[src/pkg/crs_pkg.sv]
// package for the contactless receive status and collision register group
// assumes one clock domain and a byte-wide register port driven by host software
package crs_pkg;

   // ==========================================================
   // register offsets
   localparam logic [7:0] crs_addr_error = 8'h0a;     // error flags, read only
   localparam logic [7:0] crs_addr_link_status = 8'h0b;
   localparam logic [7:0] crs_addr_rx_bit_ctrl = 8'h0c;
   localparam logic [7:0] crs_addr_rx_coll = 8'h0d;
   localparam logic [7:0] crs_addr_irq_status = 8'h20; // sticky events, write one to clear
   localparam logic [7:0] crs_addr_irq_mask = 8'h21;   // same layout as status

   // ==========================================================
   // field positions
   localparam int crs_pos_cipher = 5;       // link_status cipher_active
   localparam int crs_pos_keep = 7;         // keep_bits_after_collision
   localparam int crs_pos_offset_lo = 4;    // first_bit_offset low bit
   localparam int crs_pos_coll_integ = 3;   // collision_as_integrity_error
   localparam int crs_pos_coll_valid = 7;   // collision_position_valid
   localparam int crs_pos_err_coll = 2;     // collision_detected in error reg
   localparam int crs_pos_err_integ = 0;    // integrity_error in error reg
   localparam int crs_pos_ev_done = 0;      // irq: reception finished
   localparam int crs_pos_ev_coll = 1;      // irq: collision seen
   localparam int crs_pos_ev_integ = 2;     // irq: integrity error
   localparam int crs_pos_ev_byte = 3;      // irq: byte stored

   // ==========================================================
   // reset values
   localparam logic [7:0] crs_rst_rx_bit_ctrl = 8'h00;
   localparam logic [3:0] crs_rst_irq_mask = 4'h0;

   // ==========================================================
   // transceiver state codes and limits
   localparam logic [2:0] crs_st_idle = 3'h0;
   localparam logic [2:0] crs_st_unused = 3'h4;     // never reported
   localparam logic [7:0] crs_coll_pos_max = 8'h3f; // last reportable position

   // receive phase of the bit assembler
   typedef enum logic {crs_rx_idle, crs_rx_active} crs_rx_phase_e;

   // bit stream from the receive decoder
   typedef struct packed {
      logic start;      // reception begins, one-cycle pulse
      logic bit_valid;  // one data bit present
      logic bit_value;  // resolved value of that bit
      logic bit_coll;   // collision detected on that bit
      logic integ_err;  // parity or crc error pulse
      logic done;       // end of reception pulse
   } crs_rx_in_s;

   // assembled byte towards the buffer
   typedef struct packed {
      logic valid;
      logic [7:0] data;
   } crs_byte_s;

endpackage : crs_pkg

[src/hdl/crs_rx_status.sv]
// register group for receive status, bit alignment and collision position
// assumes the receive decoder delivers bits synchronously to clock
//
// The strobed register port was left to the implementer.
`timescale 1ns/10ps

// Function
// - report transceiver state, code 100b never shown
// - cipher flag bit 5; write zero clears
// - only authentication sets cipher flag
// - keep off: bits after collision stored zero
// - offset field places first received bit
// - offset seven wraps second bit to next byte
// - offset zero byte-oriented, otherwise bit-oriented
// - collision raises integrity error when enabled
// - last byte valid bits, zero means whole
// - valid bits loaded at end when bit-oriented, cleared at start
// - position valid flag only for valid position
// - position is zero-based first collided data bit
// - positions only up to 3fh reported
// - nonzero offset added into collision position
// - collision flag set, cleared at receive start
// - integrity flag set, reception continues
module crs_rx_status (
   input wire logic clock,
   input wire logic nrst,
   input wire logic [7:0] bus_addr,
   input wire logic [7:0] bus_wdata,
   input wire logic bus_wr,
   input wire logic bus_rd,
   output logic [7:0] bus_rdata,
   input wire logic [2:0] state_in,
   input wire logic auth_done,
   input wire crs_pkg::crs_rx_in_s rx_in,
   output crs_pkg::crs_byte_s byte_out,
   output logic cipher_active,
   output logic irq
);
   import crs_pkg::*;

   // ==========================================================
   // overview
   // host side reaches four byte registers plus two irq registers
   // decoder side delivers one data bit per cycle at most
   // start clears the assembler, the counters and the error flags
   // bits land from the offset upward, position seven wraps to a new byte
   // first collision of a frame fixes the reported position
   // later collisions change nothing, the stored bit values included
   // keep off forces later bits to zero, the collided bit is kept
   // position counts data bits only, offset added in
   // collision as integrity error also raises the integrity flag
   // done flushes a partial byte and, at nonzero offset, loads the valid bit count
   // a bit and done together: bit taken, done must come again
   // every flag gives priority to its setting event over a clear
   // no buffer: each byte is offered once on byte_out for a cycle
   // consumer must take byte_out.data while valid is high
   // host reads answer one cycle later and read zero otherwise

   // ==========================================================
   // storage
   logic [2:0] transceiver_state;        // registered state code
   logic keep_bits_after_collision;      // control bit 7
   logic [2:0] first_bit_offset;         // control bits 6..4
   logic collision_as_integrity_error;   // control bit 3
   logic [2:0] last_byte_valid_bits;     // control bits 2..0
   logic collision_position_valid;       // coll bit 7
   logic [6:0] collision_position;       // coll bits 6..0
   logic collision_detected;             // error bit 2
   logic integrity_error;                // error bit 0
   logic [3:0] irq_status;               // sticky events
   logic [3:0] irq_mask;                 // event enables
   crs_rx_phase_e rx_phase;              // assembler phase
   logic [2:0] bit_pos;                  // next store position in byte
   logic [7:0] assemble;                 // byte under assembly
   logic [7:0] data_count;               // data bits received, saturating
   logic coll_seen;                      // first collision already taken

   // ==========================================================
   // decodes
   // write decodes, one per writable register
   // bit_take ignores bits before start and bits beside start
   logic wr_status;
   logic wr_ctrl;
   logic wr_irq_status;
   logic wr_irq_mask;
   logic bit_take;                       // data bit accepted this cycle
   logic stored_bit;                     // value written into the byte
   logic first_coll;                     // first collision in frame
   logic integ_event;                    // integrity error this cycle
   logic [7:0] next_assemble;            // byte with current bit placed
   logic [7:0] coll_sum;                 // offset plus data index
   logic [3:0] events;                   // event pulses

   assign wr_status = bus_wr && (bus_addr == crs_addr_link_status);
   assign wr_ctrl = bus_wr && (bus_addr == crs_addr_rx_bit_ctrl);
   assign wr_irq_status = bus_wr && (bus_addr == crs_addr_irq_status);
   assign wr_irq_mask = bus_wr && (bus_addr == crs_addr_irq_mask);
   assign bit_take = (rx_phase == crs_rx_active) && rx_in.bit_valid && !rx_in.start;
   assign first_coll = bit_take && rx_in.bit_coll && !coll_seen;

   // ==========================================================
   // bit value selection and placement
   always_comb begin
      // zero forced only for bits after the first collision
      if (coll_seen && !keep_bits_after_collision) begin
         stored_bit = 1'b0;
      end else begin
         stored_bit = rx_in.bit_value;
      end
      next_assemble = assemble;
      next_assemble[bit_pos] = stored_bit;
      // position counts stored placement, offset included
      coll_sum = data_count + {5'h00, first_bit_offset};
   end

   assign integ_event = rx_in.integ_err ||
                        (first_coll && collision_as_integrity_error);

   // ==========================================================
   // transceiver state report
   // sequencer code is copied every cycle
   // unused code would confuse host polling, so it reads idle
   always_ff @(posedge clock or negedge nrst) begin
      if (!nrst) begin
         transceiver_state <= crs_st_idle;
      end else if (state_in == crs_st_unused) begin
         transceiver_state <= crs_st_idle;
      end else begin
         transceiver_state <= state_in;
      end
   end

   // ==========================================================
   // cipher flag: set by authentication only, set beats clear
   // a host write of one is ignored, only the command sets it
   // authentication beside a clearing write leaves it set
   always_ff @(posedge clock or negedge nrst) begin
      if (!nrst) begin
         cipher_active <= 1'b0;
      end else if (auth_done) begin
         cipher_active <= 1'b1;
      end else if (wr_status && !bus_wdata[crs_pos_cipher]) begin
         cipher_active <= 1'b0;
      end
   end

   // ==========================================================
   // host part of the bit control register
   // offset is read at start, at the first collision and at done, keep per bit
   // so rewrite these between frames, not inside one
   always_ff @(posedge clock or negedge nrst) begin
      if (!nrst) begin
         keep_bits_after_collision <= crs_rst_rx_bit_ctrl[crs_pos_keep];
         first_bit_offset <= crs_rst_rx_bit_ctrl[crs_pos_offset_lo +: 3];
         collision_as_integrity_error <= crs_rst_rx_bit_ctrl[crs_pos_coll_integ];
      end else if (wr_ctrl) begin
         keep_bits_after_collision <= bus_wdata[crs_pos_keep];
         first_bit_offset <= bus_wdata[crs_pos_offset_lo +: 3];
         collision_as_integrity_error <= bus_wdata[crs_pos_coll_integ];
      end
   end

   // ==========================================================
   // last byte valid bits: decoder beats host write
   // byte-oriented frames leave the field at zero after start
   // a host write is stored but the next start clears it again
   always_ff @(posedge clock or negedge nrst) begin
      if (!nrst) begin
         last_byte_valid_bits <= crs_rst_rx_bit_ctrl[2:0];
      end else if (rx_in.start) begin
         last_byte_valid_bits <= 3'h0;
      end else if ((rx_phase == crs_rx_active) && rx_in.done && !bit_take) begin
         // bit-oriented only; zero means whole byte
         if (first_bit_offset != 3'h0) begin
            last_byte_valid_bits <= bit_pos;
         end
      end else if (wr_ctrl) begin
         last_byte_valid_bits <= bus_wdata[2:0];
      end
   end

   // ==========================================================
   // receive phase
   // idle ignores stray bits and done pulses from the decoder
   // a new start while active restarts the frame in place
   always_ff @(posedge clock or negedge nrst) begin
      if (!nrst) begin
         rx_phase <= crs_rx_idle;
      end else begin
         case (rx_phase)
            crs_rx_idle: begin
               if (rx_in.start) begin
                  rx_phase <= crs_rx_active;
               end
            end
            crs_rx_active: begin
               // a bit and done together: bit taken, done ignored and must come again
               if (rx_in.done && !bit_take && !rx_in.start) begin
                  rx_phase <= crs_rx_idle;
               end
            end
            default: begin
               rx_phase <= crs_rx_idle;
            end
         endcase
      end
   end

   // ==========================================================
   // bit assembly into bytes
   // bit_pos always names the slot for the next accepted bit
   // bits below the offset in the first byte stay zero
   always_ff @(posedge clock or negedge nrst) begin
      if (!nrst) begin
         bit_pos <= 3'h0;
         assemble <= 8'h00;
         byte_out <= '0;
      end else if (rx_in.start) begin
         bit_pos <= first_bit_offset;
         assemble <= 8'h00;
         byte_out.valid <= 1'b0;
      end else if (bit_take) begin
         if (bit_pos == 3'h7) begin
            // byte full, next bit goes to bit 0 of a new byte
            byte_out.valid <= 1'b1;
            byte_out.data <= next_assemble;
            assemble <= 8'h00;
            bit_pos <= 3'h0;
         end else begin
            byte_out.valid <= 1'b0;
            assemble <= next_assemble;
            bit_pos <= bit_pos + 3'h1;
         end
      end else if ((rx_phase == crs_rx_active) && rx_in.done && (bit_pos != 3'h0)) begin
         // flush the partial last byte
         byte_out.valid <= 1'b1;
         byte_out.data <= assemble;
         assemble <= 8'h00;
         bit_pos <= 3'h0;
      end else begin
         byte_out.valid <= 1'b0;
      end
   end

   // ==========================================================
   // data bit counter and collision position
   // count stops just above the last reportable position,
   // so offset plus count never wraps into a false valid value
   always_ff @(posedge clock or negedge nrst) begin
      if (!nrst) begin
         data_count <= 8'h00;
         coll_seen <= 1'b0;
         collision_position <= 7'h00;
         collision_position_valid <= 1'b0;
      end else if (rx_in.start) begin
         data_count <= 8'h00;
         coll_seen <= 1'b0;
         collision_position <= 7'h00;
         collision_position_valid <= 1'b0;
      end else if (bit_take) begin
         if (data_count <= crs_coll_pos_max) begin
            data_count <= data_count + 8'h01;
         end
         if (first_coll) begin
            coll_seen <= 1'b1;
            if (coll_sum <= crs_coll_pos_max) begin
               collision_position <= coll_sum[6:0];
               collision_position_valid <= 1'b1;
            end else begin
               collision_position_valid <= 1'b0;
            end
         end
      end
   end

   // ==========================================================
   // error flags: cleared at reception start, set wins
   // both flags stay set until the next start, whatever the host does
   always_ff @(posedge clock or negedge nrst) begin
      if (!nrst) begin
         collision_detected <= 1'b0;
         integrity_error <= 1'b0;
      end else begin
         if (first_coll) begin
            collision_detected <= 1'b1;
         end else if (rx_in.start) begin
            collision_detected <= 1'b0;
         end
         // reception is not stopped by this flag
         if (integ_event) begin
            integrity_error <= 1'b1;
         end else if (rx_in.start) begin
            integrity_error <= 1'b0;
         end
      end
   end

   // ==========================================================
   // interrupt status and mask
   // each event is a single-cycle pulse from the same decodes
   // that drive the registers, so status and registers agree
   always_comb begin
      events = 4'h0;
      events[crs_pos_ev_done] = (rx_phase == crs_rx_active) && rx_in.done && !bit_take;
      events[crs_pos_ev_coll] = first_coll;
      events[crs_pos_ev_integ] = integ_event;
      events[crs_pos_ev_byte] = bit_take && (bit_pos == 3'h7);
   end

   always_ff @(posedge clock or negedge nrst) begin
      if (!nrst) begin
         irq_status <= 4'h0;
      end else begin
         // new events win over a write-one clear
         irq_status <= (irq_status & ~(wr_irq_status ? bus_wdata[3:0] : 4'h0)) | events;
      end
   end

   always_ff @(posedge clock or negedge nrst) begin
      if (!nrst) begin
         irq_mask <= crs_rst_irq_mask;
      end else if (wr_irq_mask) begin
         irq_mask <= bus_wdata[3:0];
      end
   end

   // level output, one cycle behind the status bits
   // extra flop keeps irq a clean registered output
   always_ff @(posedge clock or negedge nrst) begin
      if (!nrst) begin
         irq <= 1'b0;
      end else begin
         irq <= |(irq_status & irq_mask);
      end
   end

   // ==========================================================
   // read port, data one cycle after the strobe
   // idle cycles read zero so a stale answer never lingers
   always_ff @(posedge clock or negedge nrst) begin
      if (!nrst) begin
         bus_rdata <= 8'h00;
      end else if (bus_rd) begin
         case (bus_addr)
            crs_addr_error: begin
               bus_rdata <= 8'h00;
               bus_rdata[crs_pos_err_coll] <= collision_detected;
               bus_rdata[crs_pos_err_integ] <= integrity_error;
            end
            crs_addr_link_status: begin
               bus_rdata <= {2'b00, cipher_active, 2'b00, transceiver_state};
            end
            crs_addr_rx_bit_ctrl: begin
               bus_rdata <= {keep_bits_after_collision, first_bit_offset,
                             collision_as_integrity_error, last_byte_valid_bits};
            end
            crs_addr_rx_coll: begin
               // host trusts position only while valid is set
               bus_rdata <= {collision_position_valid, collision_position};
            end
            crs_addr_irq_status: begin
               bus_rdata <= {4'h0, irq_status};
            end
            crs_addr_irq_mask: begin
               bus_rdata <= {4'h0, irq_mask};
            end
            default: begin
               bus_rdata <= 8'h00; // unmapped reads zero
            end
         endcase
      end else begin
         bus_rdata <= 8'h00;
      end
   end

endmodule : crs_rx_status

[config.mk]
export PLATFORM = sky130hd
export DESIGN_NAME = crs_rx_status
export DESIGN_NICKNAME = d
export VERILOG_FILES = /design/src/pkg/crs_pkg.sv /design/src/hdl/crs_rx_status.sv
export SDC_FILE = /design/constraint.sdc
export NUM_CORES = 1
export LEC_CHECK = 0
export ABC_AREA = 0
export BUFFER_PORTS_ARGS = -buffer_cell sky130_fd_sc_hd__buf_2
export CAP_MARGIN = 20
export CORE_AREA = 2 2 72 108
export DETAILED_ROUTE_END_ITERATION = 7
export DIE_AREA = 0 0 74 110
export GPL_ROUTABILITY_DRIVEN = 0
export PLACE_DENSITY = 0.69
export SLEW_MARGIN = 20
export SYNTH_ARGS = -nofsm -noshare
export SYNTH_HDL_FRONTEND = slang
export SYNTH_SLANG_ARGS = --single-unit
[constraint.sdc]
create_clock -name clock -period 4.4 [get_ports clock]
set_input_delay 0 -clock clock [delete_from_list [all_inputs] [get_ports clock]]
set_output_delay 0 -clock clock [all_outputs]
set_load 0.03 [all_outputs]
Word level (Yosys, flattened, before mapping) --
Index checks and enable logic that the tools add are counted. W data, S select, Z words.
Cells by class: bitwise gates (word level) 6, $add $sub $neg 3, reduce and logical (&&, ||, !) cells 41, equality and inequality tests 10, magnitude comparators 4, multiplexer cells 48
Operator list (number):
- $mux W8 | 10
- $pmux W8 S6 | 1
- $eq A8 B4 Y1 const B | 4
- $mux W7 | 4
- $mux W3 | 9
- $mux W1 | 19
- $logic_and A1 B1 Y1 | 18
- $eq A8 B6 Y1 const B | 2
- $le A8 B6 Y1 const B | 2
- $reduce_bool A2 Y1 | 7
- $reduce_bool A3 Y1 | 4
- $mux W9 | 1
- $add A8 B1 Y8 const B | 1
- $add A8 B3 Y8 | 1
- $and A4 B4 Y4 | 2
- $bwmux W8 | 1
- $eq A3 B3 Y1 const B | 2
- $reduce_and A2 Y1 | 3
- $reduce_and A3 Y1 | 2
- $logic_not A1 Y1 | 5
- $lt A3 B4 Y1 const B | 1
- $mux W4 | 1
- $not A4 Y4 | 1
- $or A4 B4 Y4 | 1
- 9 further kinds | 10
Storage, ports and cells: register bits 69

Logic depth before layout (Yosys ltp) --
word-level depth 8, mapped depth 9

Worst setup path after synthesis --
Ideal clock, no wire load.
path kind flip-flop to flip-flop, from register first_bit_offset[0], to register collision_position[0], setup slack 2204 ps, cell stages (with the launch flop) 7, clock period less this slack 2196 ps, data required time 4275 ps, buffers on the path 0, data arrival time 2071 ps, cells stage by stage dfrtp_1 > ha_1 > fa_1 > a21oi_1 > nor2b_1 > o32ai_4 > mux2_4
On the way: word-level cells in the longest chain between the ends 5, elaborated cells between the ends (all ways) 8, those cells by class add/sub: 1; order compare: 1; mux: 4; reduce/logical: 2
RTL lines:
- start, declared | RTL line crs_rx_status.sv:63 | logic [2:0] first_bit_offset;
- start signal, assigned | RTL line crs_rx_status.sv:154 | first_bit_offset <= crs_rst_rx_bit_ctrl[crs_pos_offset_lo +: 3];
- start signal, assigned | RTL line crs_rx_status.sv:158 | first_bit_offset <= bus_wdata[crs_pos_offset_lo +: 3];
- $add A8 B3 Y8 * | RTL line crs_rx_status.sv:113 | coll_sum = data_count + {5'h00, first_bit_offset};
- branches (longest 4 deep; another with $le A8 B6 Y1)
- end signal, assigned | RTL line crs_rx_status.sv:267 | collision_position <= coll_sum[6:0];
- end, declared | RTL line crs_rx_status.sv:67 | logic [6:0] collision_position;
Mark *: on every way between the ends. The select of a mux whose other input is x is not followed. A chain may end at the register's enable or synchronous reset.

Worst setup path after layout --
Ends and elaborated chain as after synthesis.

==> impl_metrics.json <==
{
  "synth_top_area_frac": 0.4932,
  "design.core.area_sq_um": 7179,
  "grt_max_degree": 70,
  "grt_pass1_wl_um": 12780,
  "antenna_cells": 0,
  "critPathLaunchType": "flop",
  "cp.arrival_ns": 2.58,
  "hold_viol_final": 0,
  "mappedNetlistArea_sq_um": 3501,
  "postRouteAntennaNets": 0,
  "power.leakage_uw": 0.002043,
  "antenna_found_initial": 0,
  "yosys.area_share.simple": 0.1447,
  "syn-num-nets": 360,
  "slew_violations": 0,
  "synth_ff_type": "dfrtp_1",
  "synth_top_family_by_area": "simple AND/OR/NAND/NOR gates",
  "ys_async_sr_fraction": 1.000,
  "die_y_um": 110,
  "crit_buf_inv": 0,
  "cp_top_family": "compound AO/OA/AOI/OAI gates",
  "required_ns": 4.64,
  "cts_tree": "done",
  "max_freq_mhz": 427.0,
  "status": "complete, no violations",
  "power_switching_uw": 370.7,
  "routed_wl_um": 7731,
  "avgSynthCellArea_sq_um": 10.87,
  "die_area_sq_um": 8140,
  "io_pins": 49,
  "drv_cap": 0,
  "max_stage_delay_ns": 0.50,
  "initial_core_util": 0.4876,
  "comb_power_share": 0.105,
  "tns_ns": 0,
  "io_buffers": 48,
  "seq_power_share": 0.428,
  "pwr-share-clk": 0.466,
  "die_w_um": 74,
  "vias": 2640,
  "final_cell_mix": "69 x dfrtp_1, 48 x buf_2, 33 x nor2_1",
  "critPathSlowestCell": "o32ai_4",
  "htreeDepth": 3,
  "yosys.area.top_type": "dfrtp_1",
  "synth_xor_area_frac": 0.02502,
  "drt-initial-drc-count": 189,
  "clock_sinks": 69,
  "cts_buffers": 9,
  "period_needed_ns": 2.342,
  "grt.overflow.total": 0,
  "clk-insertion-delay-late_ns": 0.35,
  "routedWlPerCell_um": 15.68,
  "period_share": 0.5323,
  "worst_pin_slew_ns": 0.9181,
  "p_int_uw": 1222,
  "path_max_fanout": 8,
  "cts_buffer_depth": 2,
  "grt_pass1_vias": 2671,
  "ys_seq_elements": 69,
  "hpwl_um": 5332,
  "p_per_area_nw_per_um2": 371.1,
  "worstHoldPathType": "in2reg",
  "num_rows": 38,
  "clk_pin_slew_ns": 0.07,
  "rsz0062_at_grt": "false",
  "viasPerCell": 5.355,
  "fin_util": 0.5978,
  "synth-compound-area-share": 0.1372,
  "slew_headroom": 0.3880,
  "switching_share": 0.2328,
  "synth_warnings": 0,
  "stdcell_area_sq_um": 4292,
  "muxShareOfSynthArea": 0.1351,
  "synth_cell_types": 53,
  "drc": 0,
  "critPathKind": "reg2reg",
  "first_pass_iters": 5,
  "cp-end-kind": "flop",
  "place_area_sq_um": 3815,
  "fin_cells": 493,
  "dp_cells": 458,
  "root_buffer": "clkbuf_8",
  "vdd_drop_max_mv": 0.2926,
  "grt_usage": 0.2081,
  "path_cells": "ha_1 -> fa_1 -> a21oi_1 -> nor2b_1 -> o32ai_4 -> mux2_4",
  "syn_inst": 322,
  "cts_resized": 0,
  "area_growth_pct": 22.59,
  "ys_seq_area_frac": 0.4932,
  "nets": 426,
  "cts_setup_buffers": 0,
  "layout.cells.most_common": "dfrtp_1",
  "ctsHoldBuffers": 19,
  "synth_edf_count": 0,
  "setup_viol": 0,
  "synth-adder-area-share": 0.03074,
  "drive_gt1_frac": 0.2723,
  "synth.area.top_cells": "dfrtp_1 49%, mux2_2 8.4%, mux2i_1 4.3%, nor2_1 3.5%, ha_1 2.5%",
  "skew_ns": 0.009181
}
## per-stage QoR
stage                     setup WS (ns)  total power (uW)  hold WS, ns
final                             2.058              1592      0.05298
after floorplan                   2.204             790.5      -0.2956
after CTS                         2.036              1596      0.05191
after global placement            2.087             846.8       0.1257
after detailed placement          2.049             849.2       0.1277
after global routing              1.903              1643      0.09434
## metal layers
metal	routed length [um]	global-route usage
met1	3445	0.2563
met2	3816	0.3489
met3	296	0.04091
met4	173	0.09481
met5	0	0
## worst register-to-register path, stage by stage, from the launching register on
cell     delay (ns)
dfrtp_1        0.44
ha_1           0.25
fa_1           0.40
a21oi_1        0.20
nor2b_1        0.11
o32ai_4        0.50
mux2_4         0.34
## flip-flops by register name (all words and copies together) (netlist names), 3 cells and up
register,cells
bus_rdata,8
irq_mask,4
transceiver_state,3
last_byte_valid_bits,3
data_count,8
assemble,8
byte_out,9
bit_pos,3
first_bit_offset,3
collision_position,7
irq_status,4
## path summary, 6_finish.rpt
path                                     start                     to  slack, ns  depth (start not counted)
min                                bus_addr[6]           bus_rdata[5]       0.05                          4
max in group asynchronous                 nrst            byte_out[3]       3.48                          3
max reg2reg                first_bit_offset[0]  collision_position[0]       2.06                          6
min reg2reg                 collision_detected     collision_detected       0.48                          1
max                        first_bit_offset[0]  collision_position[0]       2.06                          6
min in group asynchronous                 nrst            irq_mask[3]       0.36                          3
## synth_stat cells (7+ instances only)
cell       n
nor2_1    33
inv_1     16
nor3_1     7
ha_1       7
mux2i_1   15
nand2_1   22
o21ai_0   10
mux2_2    26
xnor2_1    7
clkbuf_1   7
dfrtp_1   69
nor2b_1    8
a21oi_1   17
## layout make-up
type	count	area [sq um]
multi-input cells	224	1655
flip-flops and latches	69	1727
fillers	607	2888
repair buffers	68	437.9
clock inverters	6	158.9
clock buffers	10	127.6
well taps	100	125.1
inverters	16	60.06
## power by group through the flow
stage | logic [uW] | registers [uW] | clock network, uW
2_1_floorplan | 95.0 | 695 | 0
3_3_place_gp | 153 | 693 | 0
3_5_place_dp | 155 | 694 | 0
4_1_cts | 169 | 682 | 745
5_1_grt | 186 | 686 | 771
6_report | 168 | 682 | 742
## cells by family (layout without fill, tap and decap cells)
logic type | Yosys count | after routing
AOI/OAI and AO/OA | 66 | 66
xor gates and xnor gates | 10 | 10
adders and majority gates | 8 | 8
buffers and inverters | 29 | 100
DFF | 69 | 69
muxes | 43 | 43
and+or+nand+nor | 97 | 97
Note: power is estimated with default switching activity, not from simulation.
